File: config.mk
export PLATFORM = sky130hd
export DESIGN_NAME = ldac_addr_decode
export DESIGN_NICKNAME = d
export VERILOG_FILES = /design/src/rtl/ldac_pkg.sv /design/src/rtl/ldac_line_if.sv /design/src/rtl/ldac_spike_filter.sv /design/src/rtl/ldac_addr_decode.sv
export VERILOG_INCLUDE_DIRS = /design/src /design/src/rtl
export SDC_FILE = /design/constraint.sdc
export NUM_CORES = 1
export LEC_CHECK = 0
export BUFFER_PORTS_ARGS = -buffer_cell sky130_fd_sc_hd__buf_2
export CAP_MARGIN = 20
export CELL_PAD_IN_SITES_DETAIL_PLACEMENT = 2
export CELL_PAD_IN_SITES_GLOBAL_PLACEMENT = 2
export CORE_AREA = 2 2 105 107
export CTS_CLUSTER_DIAMETER = 30
export DETAILED_ROUTE_END_ITERATION = 8
export DIE_AREA = 0 0 107 109
export PLACE_DENSITY_LB_ADDON = 0.05
export SKIP_LAST_GASP = 1
export SLEW_MARGIN = 20
export SYNTH_ARGS = -nofsm -noshare
export SYNTH_HDL_FRONTEND = slang
export SYNTH_SLANG_ARGS = --single-unit
File: constraint.sdc
create_clock -name ref_clk -period 6.3 [get_ports ref_clk]
set_input_delay 0.63 -clock ref_clk [delete_from_list [all_inputs] [get_ports ref_clk]]
set_output_delay 0.63 -clock ref_clk [all_outputs]
set_load 0.02 [all_outputs]
File: src/rtl/ldac_params.svh
// constants for the led driver i2c address decoder
`ifndef LDAC_PARAMS_SVH
`define LDAC_PARAMS_SVH
`define LDAC_CLK_NS          25
`define LDAC_SPIKE_NS        50
`define LDAC_SPIKE_CYC       ((`LDAC_SPIKE_NS + `LDAC_CLK_NS - 1) / `LDAC_CLK_NS)
`define LDAC_TIMEOUT_MS      25
`define LDAC_TIMEOUT_CYC     ((`LDAC_TIMEOUT_MS * 1000000 + `LDAC_CLK_NS - 1) / `LDAC_CLK_NS)
`define LDAC_GROUP_DEFAULT   7'h48
`define LDAC_SUB1_DEFAULT    7'h49
`define LDAC_SUB2_DEFAULT    7'h4a
`define LDAC_SUB3_DEFAULT    7'h4c
`define LDAC_SOFT_RESET_ADDR 7'h03
`define LDAC_FIXED_UPPER     3'h4
`define LDAC_LAST_BIT        3'h7
`define LDAC_DIR_READ        1'b1
`endif

File: src/rtl/ldac_pkg.sv
// types shared by the address decoder modules
package ldac_pkg;
  typedef enum {
    LDAC_IDLE,
    LDAC_ADDR,
    LDAC_ACK_WAIT,
    LDAC_ACK,
    LDAC_PASS
  } ldac_state_t;

  typedef enum logic [2:0] {
    LDAC_HIT_NONE,
    LDAC_HIT_INDIV,
    LDAC_HIT_GROUP,
    LDAC_HIT_SUB1,
    LDAC_HIT_SUB2,
    LDAC_HIT_SUB3,
    LDAC_HIT_SOFT_RESET
  } ldac_hit_t;
endpackage : ldac_pkg

File: src/rtl/ldac_line_if.sv
// raw and filtered bus lines between filter and decoder
interface ldac_line_if;
  logic scl_raw;
  logic sda_raw;
  logic scl_flt;
  logic sda_flt;
  modport filt (input scl_raw, input sda_raw, output scl_flt, output sda_flt);
  modport dec  (output scl_raw, output sda_raw, input scl_flt, input sda_flt);
endinterface : ldac_line_if

File: src/rtl/ldac_spike_filter.sv
// spike filter for scl and sda: a level must hold FILT_CYC samples to pass
`include "ldac_params.svh"
module ldac_spike_filter #(
  parameter int FILT_CYC = `LDAC_SPIKE_CYC
) (
  input  wire logic   ref_clk,
  input  wire logic   resetn,
  ldac_line_if.filt   lines
);
  localparam int CW = (FILT_CYC > 1) ? $clog2(FILT_CYC) : 1;

  generate
    if (FILT_CYC < 1) begin : g_bad
      $error("FILT_CYC must be at least 1");
    end
  endgenerate

  logic [1:0] in_w;
  logic [1:0] out_reg;
  assign in_w          = {lines.scl_raw, lines.sda_raw};
  assign lines.scl_flt = out_reg[1];
  assign lines.sda_flt = out_reg[0];

  // one counter per line; a mismatch shorter than FILT_CYC is dropped
  genvar i;
  generate
    for (i = 0; i < 2; i++) begin : g_line
      logic [CW-1:0] cnt_reg;
      logic [CW-1:0] cnt_next;
      logic          take;
      assign take     = (in_w[i] != out_reg[i]) && (cnt_reg == CW'(FILT_CYC - 1));
      assign cnt_next = (in_w[i] == out_reg[i] || take) ? '0 : cnt_reg + CW'(1);
      always_ff @(posedge ref_clk) begin
        if (!resetn) begin
          cnt_reg    <= '0;
          out_reg[i] <= 1'b1; // idle bus is high
        end else begin
          cnt_reg <= cnt_next;
          if (take) out_reg[i] <= in_w[i];
        end
      end

    end
  endgenerate
endmodule : ldac_spike_filter

File: src/rtl/ldac_addr_decode.sv
// i2c target address front end: filter, time-out, address match and ack
// Overview of operation
// - Either bus line held low for 25 ms resets the serial interface, unless the time-out is off.
// - Pulses shorter than 50 ns on scl or sda are ignored as noise.
// - The last address bit picks the direction: 1 is a read, 0 is a write.
// - The group-call address is 1001 000 after reset and writable, but not kept over power loss.
// - Group-call is on after reset, so bytes 90h and 91h are acknowledged.
// - Three sub-call addresses start as 1001 001, 1001 010 and 1001 100.
// - Sub-call is off after reset, so 92h to 99h get no acknowledge until it is enabled.
// - Sub-call addresses are writable and return to their defaults on reset.
// - The soft reset call is acknowledged only with the write direction.
`include "ldac_params.svh"
module ldac_addr_decode #(
  parameter int TIMEOUT_CYC = `LDAC_TIMEOUT_CYC
) (
  input  wire logic              ref_clk,
  input  wire logic              resetn,
  input  wire logic              scl_in,
  input  wire logic              sda_in,
  output logic                   sda_out,
  output logic                   sda_oe,
  input  wire logic [3:0]        hw_addr_strap,
  input  wire logic              timeout_en,
  input  wire logic              group_call_en,
  input  wire logic [2:0]        sub_call_en,
  input  wire logic              group_call_wr,
  input  wire logic [2:0]        sub_call_wr,
  input  wire logic [6:0]        call_wr_data,
  output logic                   addr_match,
  output ldac_pkg::ldac_hit_t    match_kind,
  output logic                   rw_dir,
  output logic                   soft_reset_call,
  output logic                   bus_timeout
);
  localparam int TW = $clog2(TIMEOUT_CYC + 1);

  generate
    if (TIMEOUT_CYC < 2) begin : g_bad
      $error("TIMEOUT_CYC must be at least 2");
    end
  endgenerate

  // filtered lines
  ldac_line_if lines ();
  assign lines.scl_raw = scl_in;
  assign lines.sda_raw = sda_in;
  ldac_spike_filter u_filter (
    .ref_clk (ref_clk),
    .resetn  (resetn),
    .lines   (lines)
  );

  // address matching on enable and exact seven bits
  function automatic logic hit(input logic [6:0] a, input logic [6:0] ref_a, input logic en);
    hit = en && (a == ref_a);
  endfunction : hit

  ldac_pkg::ldac_state_t st_reg;
  ldac_pkg::ldac_state_t st_next;
  logic                  scl_q_reg;
  logic                  sda_q_reg;
  logic [2:0]            bit_cnt_reg;
  logic [6:0]            shift_reg;
  logic [TW-1:0]         lo_cnt_reg;
  logic [3:0]            strap_reg;
  logic [6:0]            group_call_address_reg;
  logic [6:0]            sub_call_address_reg_1;
  logic [6:0]            sub_call_address_reg_2;
  logic [6:0]            sub_call_address_reg_3;
  logic                  sda_oe_reg;
  logic                  sda_out_reg;
  logic                  addr_match_reg;
  ldac_pkg::ldac_hit_t   match_kind_reg;
  logic                  rw_dir_reg;
  logic                  soft_reset_call_reg;
  logic                  bus_timeout_reg;

  // bus events from the filtered lines
  wire scl_f    = lines.scl_flt;
  wire sda_f    = lines.sda_flt;
  wire scl_rise = scl_f && !scl_q_reg;
  wire scl_fall = !scl_f && scl_q_reg;
  wire start_c  = scl_f && scl_q_reg && !sda_f && sda_q_reg;
  wire stop_c   = scl_f && scl_q_reg && sda_f && !sda_q_reg;
  wire line_low = !scl_f || !sda_f;
  wire tmo_hit  = timeout_en && line_low && (lo_cnt_reg == TW'(TIMEOUT_CYC - 1));
  wire addr_done = (st_reg == ldac_pkg::LDAC_ADDR) && scl_rise && (bit_cnt_reg == `LDAC_LAST_BIT);
  wire [6:0] addr7 = shift_reg;
  wire       dir_bit = sda_f;

  // address decode, priority own, soft reset, group, subs
  wire [6:0] own_addr = {`LDAC_FIXED_UPPER, strap_reg};
  wire h_indiv = hit(addr7, own_addr, 1'b1);
  wire h_soft_reset_call = hit(addr7, `LDAC_SOFT_RESET_ADDR, dir_bit != `LDAC_DIR_READ);
  wire h_group = hit(addr7, group_call_address_reg, group_call_en);
  wire h_sub1  = hit(addr7, sub_call_address_reg_1, sub_call_en[0]);
  wire h_sub2  = hit(addr7, sub_call_address_reg_2, sub_call_en[1]);
  wire h_sub3  = hit(addr7, sub_call_address_reg_3, sub_call_en[2]);
  wire any_hit = h_indiv || h_soft_reset_call || h_group || h_sub1 || h_sub2 || h_sub3;
  ldac_pkg::ldac_hit_t kind_w;
  assign kind_w = h_indiv ? ldac_pkg::LDAC_HIT_INDIV :
                  h_soft_reset_call ? ldac_pkg::LDAC_HIT_SOFT_RESET :
                  h_group ? ldac_pkg::LDAC_HIT_GROUP :
                  h_sub1  ? ldac_pkg::LDAC_HIT_SUB1 :
                  h_sub2  ? ldac_pkg::LDAC_HIT_SUB2 :
                  h_sub3  ? ldac_pkg::LDAC_HIT_SUB3 : ldac_pkg::LDAC_HIT_NONE;

  // state sequencing: start always restarts address capture
  always_comb begin
    st_next = st_reg;
    case (st_reg)
      ldac_pkg::LDAC_IDLE:     st_next = st_reg;
      ldac_pkg::LDAC_ADDR:     if (addr_done) st_next = any_hit ? ldac_pkg::LDAC_ACK_WAIT
                                                               : ldac_pkg::LDAC_PASS;
      ldac_pkg::LDAC_ACK_WAIT: if (scl_fall) st_next = ldac_pkg::LDAC_ACK;
      ldac_pkg::LDAC_ACK:      if (scl_fall) st_next = ldac_pkg::LDAC_PASS;
      ldac_pkg::LDAC_PASS:     st_next = st_reg;
      default:                 st_next = ldac_pkg::LDAC_IDLE;
    endcase
    if (start_c) st_next = ldac_pkg::LDAC_ADDR;
    if (stop_c || tmo_hit) st_next = ldac_pkg::LDAC_IDLE;
  end

  wire          sda_oe_next = (st_next == ldac_pkg::LDAC_ACK);
  // counter parks one past the firing point, so a long low gives a single pulse
  wire          lo_full     = (lo_cnt_reg == TW'(TIMEOUT_CYC));
  wire [TW-1:0] lo_next     = (!timeout_en || !line_low) ? '0 :
                              lo_full ? lo_cnt_reg : lo_cnt_reg + TW'(1);

  // bus front end registers
  always_ff @(posedge ref_clk) begin
    if (!resetn) begin
      st_reg      <= ldac_pkg::LDAC_IDLE;
      scl_q_reg   <= 1'b1;
      sda_q_reg   <= 1'b1;
      bit_cnt_reg <= '0;
      shift_reg   <= '0;
      lo_cnt_reg  <= '0;
      strap_reg   <= '0;
      sda_oe_reg  <= 1'b0;
      sda_out_reg <= 1'b0;
    end else begin
      st_reg      <= st_next;
      scl_q_reg   <= scl_f;
      sda_q_reg   <= sda_f;
      lo_cnt_reg  <= lo_next;
      strap_reg   <= hw_addr_strap;
      sda_oe_reg  <= sda_oe_next;
      sda_out_reg <= 1'b0; // ack drives low only
      if (start_c) bit_cnt_reg <= '0;
      else if (st_reg == ldac_pkg::LDAC_ADDR && scl_rise) bit_cnt_reg <= bit_cnt_reg + 3'h1;
      if (st_reg == ldac_pkg::LDAC_ADDR && scl_rise && !addr_done)
        shift_reg <= {shift_reg[5:0], sda_f};
    end
  end

  // call address registers, volatile, defaults on reset
  always_ff @(posedge ref_clk) begin
    if (!resetn) begin
      group_call_address_reg <= `LDAC_GROUP_DEFAULT;
      sub_call_address_reg_1 <= `LDAC_SUB1_DEFAULT;
      sub_call_address_reg_2 <= `LDAC_SUB2_DEFAULT;
      sub_call_address_reg_3 <= `LDAC_SUB3_DEFAULT;
    end else begin
      if (group_call_wr) group_call_address_reg <= call_wr_data;
      if (sub_call_wr[0]) sub_call_address_reg_1 <= call_wr_data;
      if (sub_call_wr[1]) sub_call_address_reg_2 <= call_wr_data;
      if (sub_call_wr[2]) sub_call_address_reg_3 <= call_wr_data;
    end
  end

  // result flags: one-cycle pulses, kind and direction held
  always_ff @(posedge ref_clk) begin
    if (!resetn) begin
      addr_match_reg      <= 1'b0;
      match_kind_reg      <= ldac_pkg::LDAC_HIT_NONE;
      rw_dir_reg          <= 1'b0;
      soft_reset_call_reg <= 1'b0;
      bus_timeout_reg     <= 1'b0;
    end else begin
      addr_match_reg      <= addr_done && any_hit;
      soft_reset_call_reg <= addr_done && (kind_w == ldac_pkg::LDAC_HIT_SOFT_RESET);
      bus_timeout_reg     <= tmo_hit;
      if (addr_done) begin
        match_kind_reg <= kind_w;
        rw_dir_reg     <= dir_bit;
      end
    end
  end

  assign sda_out         = sda_out_reg;
  assign sda_oe          = sda_oe_reg;
  assign addr_match      = addr_match_reg;
  assign match_kind      = match_kind_reg;
  assign rw_dir          = rw_dir_reg;
  assign soft_reset_call = soft_reset_call_reg;
  assign bus_timeout     = bus_timeout_reg;
endmodule : ldac_addr_decode

-- Yosys cells after proc, flatten, opt, wreduce, memory -nomap -nowiden
Cells that the tools add are included.
Widths: inputs -> output; s select.
- bits in registers: 108
- latch bits: 0
- RAM bits: 0
- bits in read-only memories: 0
- input bits: 24
- output and inout port bits: 9
- word-level logic and storage cells: 104
- memories kept: 0
- $add $sub $neg: 4
- multipliers: 0
- divide/modulo/power cells: 0
- order comparisons: 0
- eq/ne operators: 20
- shifts and indexed selects: 0
- muxes and demuxes: 13
- bitwise logic cells: 2
- reduce and logical (&&, ||, !) cells: 44
- operator list (cell ; count):
    $mux 32 ; 5
    $pmux 32 s4 ; 1
    $eq 32x2->1 const B ; 3
    $eq 32x3->1 const B ; 2
    $eq 20x20->1 const B ; 2
    $eq 7x7->1 ; 5
    $eq 32x1->1 const B ; 1
    $logic_not 32->1 ; 1
    $logic_and 1x1->1 ; 21
    $mux 3 ; 7
    $add 20x1->20 const B ; 1
    $logic_or 1x1->1 ; 10
    $reduce_or 2->1 ; 5
    $eq 7x2->1 const B ; 1
    $logic_not 1->1 ; 7
    $eq 3x3->1 const B ; 2
    $add 3x1->3 const B ; 1
    $add 1x1->1 const B ; 2
    $eq 1x1->1 ; 2
    $ne 1x1->1 ; 2
    $not 1->1 ; 2

-- Depth between registers and ports, before layout
- depth after elaboration: 13
- mapped depth: 7
- mapped depth without buffers: 7

-- Cells and area by module
A second synthesis with hierarchy kept.
- cells, all modules: 430
- area total of the unflattened synthesis: 4360.4 µm²
- modules (own cells, without submodules) (module ; times used ; cells each ; area an instance (µm²) ; seq. area each (µm²)):
    ldac_addr_decode ; 1 ; 418 ; 4210.3 ; 2082.0
    ldac_spike_filter ; 1 ; 12 ; 150.1 ; 80.1

-- Worst setup path after synthesis
OpenSTA, ideal clock, no wires.
- kind: register to register
- start: reg lo_cnt_reg[11]
- end: reg lo_cnt_reg[1]
- library setup time: 0.128 ns
- data arrival time: 1.886 ns
- required time: 6.172 ns
- slack: 4.286 ns
- cell stages (with the launch flop): 6
- buffers on the path: 0
- clock period less this slack: 2.014 ns
- cells stage by stage: dfxtp_1 -> or4b_2 -> or4_4 -> nor2_4 -> mux2i_1 -> nor2_1
- cells in the longest elaborated chain, start to end: 1
- ends and longest elaborated chain (item ; line ; RTL):
    start: declaration ; ldac_addr_decode.sv:64 ; logic [TW-1:0] lo_cnt_reg;
    start signal: assignment ; ldac_addr_decode.sv:146 ; lo_cnt_reg <= lo_next;
    $eq 20x20->1 ; ldac_addr_decode.sv:126 ; wire lo_full = (lo_cnt_reg == TW'(TIMEOUT_CYC));
No other way between the ends.
A chain may end at the register's enable or synchronous reset.

-- Worst setup path in the final report
- start: reg st_reg[20]
- end: reg sda_oe_reg (netlist: sda_oe)
- cells in the longest elaborated chain, start to end: 8
- elaborated cells between the ends (all ways): 16
- classes of those cells: 6 x eq/ne; 6 x mux; 4 x reduce/logical
- ends and longest elaborated chain (item ; line ; RTL):
    start: declaration ; ldac_addr_decode.sv:58 ; ldac_pkg::ldac_state_t st_reg;
    start signal: assignment ; ldac_addr_decode.sv:133 ; st_reg <= ldac_pkg::LDAC_IDLE;
    start signal: assignment ; ldac_addr_decode.sv:143 ; st_reg <= st_next;
    $eq 32x2->1 ; ldac_addr_decode.sv:87 ; wire addr_done = (st_reg == ldac_pkg::LDAC_ADDR) && scl_rise && (bit_cnt_reg == `LDAC_LAST_BIT);
    $logic_and 1x1->1 (2 in a row) ; ldac_addr_decode.sv:87 ;
    $mux 32 ; ldac_addr_decode.sv:113 ; ldac_pkg::LDAC_ADDR: if (addr_done) st_next = any_hit ? ldac_pkg::LDAC_ACK_WAIT
    $pmux 32 s4 (*) ; ldac_addr_decode.sv:111 ; case (st_reg)
    $mux 32 (*) ; ldac_addr_decode.sv:120 ; if (start_c) st_next = ldac_pkg::LDAC_ADDR;
    $mux 32 (*) ; ldac_addr_decode.sv:121 ; if (stop_c || tmo_hit) st_next = ldac_pkg::LDAC_IDLE;
    $eq 32x3->1 (*) ; ldac_addr_decode.sv:124 ; wire sda_oe_next = (st_next == ldac_pkg::LDAC_ACK);
    end signal: assignment ; ldac_addr_decode.sv:148 ; sda_oe_reg <= sda_oe_next;
    end: declaration ; ldac_addr_decode.sv:70 ; logic sda_oe_reg;
Mark *: on every way between the ends. The rest lies on a longest branch, timed or not.

==> qor.log <==
qor: power_and_ir_drop.clkPwrFrac 0.373
qor: worst_setup_path.critical_path.slowest_cell or4_4
qor: power_and_ir_drop.sw_ratio 0.2263
qor: floorplanning.ios 33
qor: logic_synthesis.synth_ff_type dfxtp_1
qor: floorplanning.floorplan.initialDensity 0.4010
qor: clock_network.worst_skew_pair.late_latency 0.37 ns
qor: clock_network.cts.repair.resized 0
qor: global_route.grt_usage 0.1827
qor: final_layout.design_area 4817 um^2
qor: place.detailed_placement_wirelength_estimate 7072 um
qor: clock_network.numCtsBuffers 9
qor: timing.setup_repair_after_global_routing_missed_its_margin no
qor: logic_synthesis.synth_warnings 0
qor: logic_synthesis.syn-instance-count 427
qor: timing.timing_worst_slew_pin_value 0.9424 ns
qor: place.pre_cts_ws 4.063 ns
qor: worst_setup_path.timing.critical_path.cells or4_4 > nor4_4 > nand3_4 > o41ai_2 > o21ai_1 > a2111oi_2
qor: place.place.port_buffers 31
qor: global_route.first_global_vias 3337
qor: logic_synthesis.yosys_cell_types 50
qor: timing.setup_ws 4.076 ns
qor: final_layout.final_net_count 502
qor: route.routed_wire_length_per_instance 15.67 um
qor: route.drtAntennaViolNets 0
qor: logic_synthesis.postSynth.asyncResetShare 0
qor: place.postPlaceCellArea 4594 um^2
qor: route.drt_wl_total 9702 um
qor: floorplanning.die_area 11660 um^2
qor: global_route.grt_max_degree 30
qor: logic_synthesis.synth_area_per_cell 9.957 um^2
qor: worst_setup_path.critical_path.n_buffers_inverters 0
qor: global_route.initial_antenna_violation_count 0
qor: timing.hold-worst-slack 0.4551 ns
qor: route.drt_first_iter_violations 127
qor: timing.timing.final.setup_violations 0
qor: floorplanning.die_x 107 um
qor: clock_network.cts_tree built
qor: worst_hold_path.hold_path.class flip-flop to flip-flop
qor: power_and_ir_drop.intPower 0.9764 mW
qor: route.detail_route.first_pass.iterations 4
qor: route.post-route-drc-count 0
qor: logic_synthesis.synth-seq-cells 108
qor: clock_network.cts_hold_repair.buffers 0
qor: final_layout.finalCoreUtilization 0.4543
qor: clock_network.clock-sinks 108
qor: worst_setup_path.critPathMaxFanout 7
qor: power_and_ir_drop.p_sw 0.2855 mW
qor: timing.finClkSkew 0.01658 ns
qor: worst_setup_path.cp.arrival 2.48 ns
qor: timing.finalSetupTns 0 ns
qor: final_layout.layout.cells.most_common dfxtp_1
qor: power_and_ir_drop.total_leakage_power 1.804 nW
qor: worst_setup_path.timing.critical_path.to_type flip-flop
qor: timing.relSlewSlack 0.3710
qor: power_and_ir_drop.vdd_ir_drop_max 0.1250 mV
qor: place.place_inst 603
qor: timing.final_min_period_over_clock_period 0.3530
qor: clock_network.h-tree-depth 3
qor: timing.fmax 449.7 MHz
qor: floorplanning.placement_rows 38
qor: power_and_ir_drop.combinationalPowerShare 0.054
qor: clock_network.clk_pin_slew 0.10 ns
qor: timing.layout_min_cycle_time 2.224 ns
qor: timing.report.final.hold_viol_count 0
qor: logic_synthesis.netlist_area 4252 um^2
qor: clock_network.cts.root.buffer_cell clkbuf_8
qor: clock_network.postCtsSetupRepairBufs 0
qor: final_layout.post_route_cells_drive_above_1_share 0.1253
qor: global_route.grt_pass1_wl 16420 um
qor: final_layout.fillCellCount 1152
qor: final_layout.diodes 0
qor: final_layout.final-instance-count-excl-fill 619
qor: worst_setup_path.cpLargestDelayFamily simple AND/OR/NAND/NOR gates
qor: logic_synthesis.number_of_flops_mapped_to_enable_cells_by_yosys 0
qor: worst_setup_path.cp_data_required_time 6.55 ns
qor: logic_synthesis.synth_sequential_area_ratio 0.5085
qor: worst_setup_path.cp_max_stage_delay 0.53 ns
qor: power_and_ir_drop.pwr-share-seq 0.573
qor: timing.slew_viol_final 0
qor: final_layout.mostFrequentLayoutCells dfxtp_1, nor2_1, mux2i_1
qor: route.routed_via_density 4.913
qor: power_and_ir_drop.total_power 1.262 mW
qor: global_route.grt_overflow_total 0
qor: clock_network.clock_tree.buffer_depth 2
qor: power_and_ir_drop.power_density 262.0 nW/um^2
qor: final_layout.area_delta_synth_final 13.30%
qor: place.replace_congestion 0.7443
qor: worst_setup_path.worstSetupStartpointType flip-flop
qor: route.vias 3041
qor: worst_setup_path.setup.worst_path.class flip-flop to flip-flop
qor: outcome.status complete, no violations
qor: floorplanning.design.core.area 10600 um^2
qor: flow_run.max_cap_viol_count 0
qor: floorplanning.die_height 109 um
qor: final_layout.largest_register_ffs 32
## area by class of cell
| class | count | area [um^2] | share of cell area |
|---|---|---|---|
| Clock buffer | 12 | 145.1 | 0.03013 |
| Clock inverter | 4 | 77.57 | 0.01610 |
| Inverter | 5 | 18.77 | 0.003896 |
| Multi-Input combinational cell | 319 | 2083 | 0.4325 |
| Sequential cell | 108 | 2162 | 0.4488 |
| Tap cell | 140 | 175.2 | 0.03636 |
| Timing Repair Buffer | 31 | 155.1 | 0.03221 |
## power groups by stage
stage               Combinational [mW]  Sequential, mW  Clock (mW)
floorplan                       0.0508           0.733           0
global placement                0.0659           0.738           0
detailed placement              0.0684           0.739           0
CTS                             0.0691           0.724       0.491
global route                    0.0780           0.726       0.517
finish                          0.0681           0.723       0.471
## metal layers
layer | GRT usage | share of wire | vias up
met3 | 0.03527 | 0.023 | 7
met2 | 0.3362 | 0.52 | 26
met5 | 0 | 0 | -
li1 | - | - | 1501
met1 | 0.2168 | 0.45 | 1507
met4 | 0.05195 | 0.0081 | 0
## Yosys cell counts (all sizes together) (2+ instances only)
cell type	number	share of area
xnor2	37	0.076
nand4	15	0.022
nor2	65	0.060
nand4b	2	0.0041
a21boi	2	0.0035
ha	4	0.012
o21ai	9	0.011
and2	5	0.0074
nand2b	5	0.0074
or4	5	0.011
dfxtp	108	0.51
xor2	16	0.033
mux2i	41	0.097
and4	4	0.0085
buf	4	0.0050
nand3	12	0.017
or4b	2	0.0047
nand2	29	0.026
a2111oi	2	0.0056
a21oi	6	0.0071
nor4	6	0.012
clkbuf	20	0.018
nor3	9	0.013
inv	5	0.0044
## worst paths after layout
kind,depth (start not counted),slack (ns),start,end
max,6,4.08,st_reg[20]$_SDFF_PN0_,sda_oe$_SDFF_PN0_
min,1,0.46,u_filter.g_line[1].cnt_reg$_SDFF_PP0_,u_filter.g_line[1].cnt_reg$_SDFF_PP0_
max reg2reg,6,4.08,st_reg[20]$_SDFF_PN0_,sda_oe$_SDFF_PN0_
min reg2reg,1,0.46,u_filter.g_line[1].cnt_reg$_SDFF_PP0_,u_filter.g_line[1].cnt_reg$_SDFF_PP0_
## cell families (layout without fill, tap and decap cells)
| family | Yosys count | count (layout) | synth area share |
|---|---|---|---|
| AOI/OAI and AO/OA | 25 | 25 | 0.04032 |
| xor gates and xnor gates | 53 | 53 | 0.1092 |
| adders and majority gates | 4 | 4 | 0.01177 |
| buffers and inverters | 29 | 52 | 0.02707 |
| DFF | 108 | 108 | 0.5085 |
| muxes | 41 | 41 | 0.09653 |
| other | 1 | 30 | 0.0008820 |
| and+or+nand+nor | 166 | 166 | 0.2057 |
## worst reg2reg max path, cell delays in order, from the launching register on
cell,delay [ns]
dfxtp_1,0.31
or4_4,0.53
nor4_4,0.23
nand3_4,0.18
o41ai_2,0.33
o21ai_1,0.14
a2111oi_2,0.38
Power figures use the tool's default switching activity.
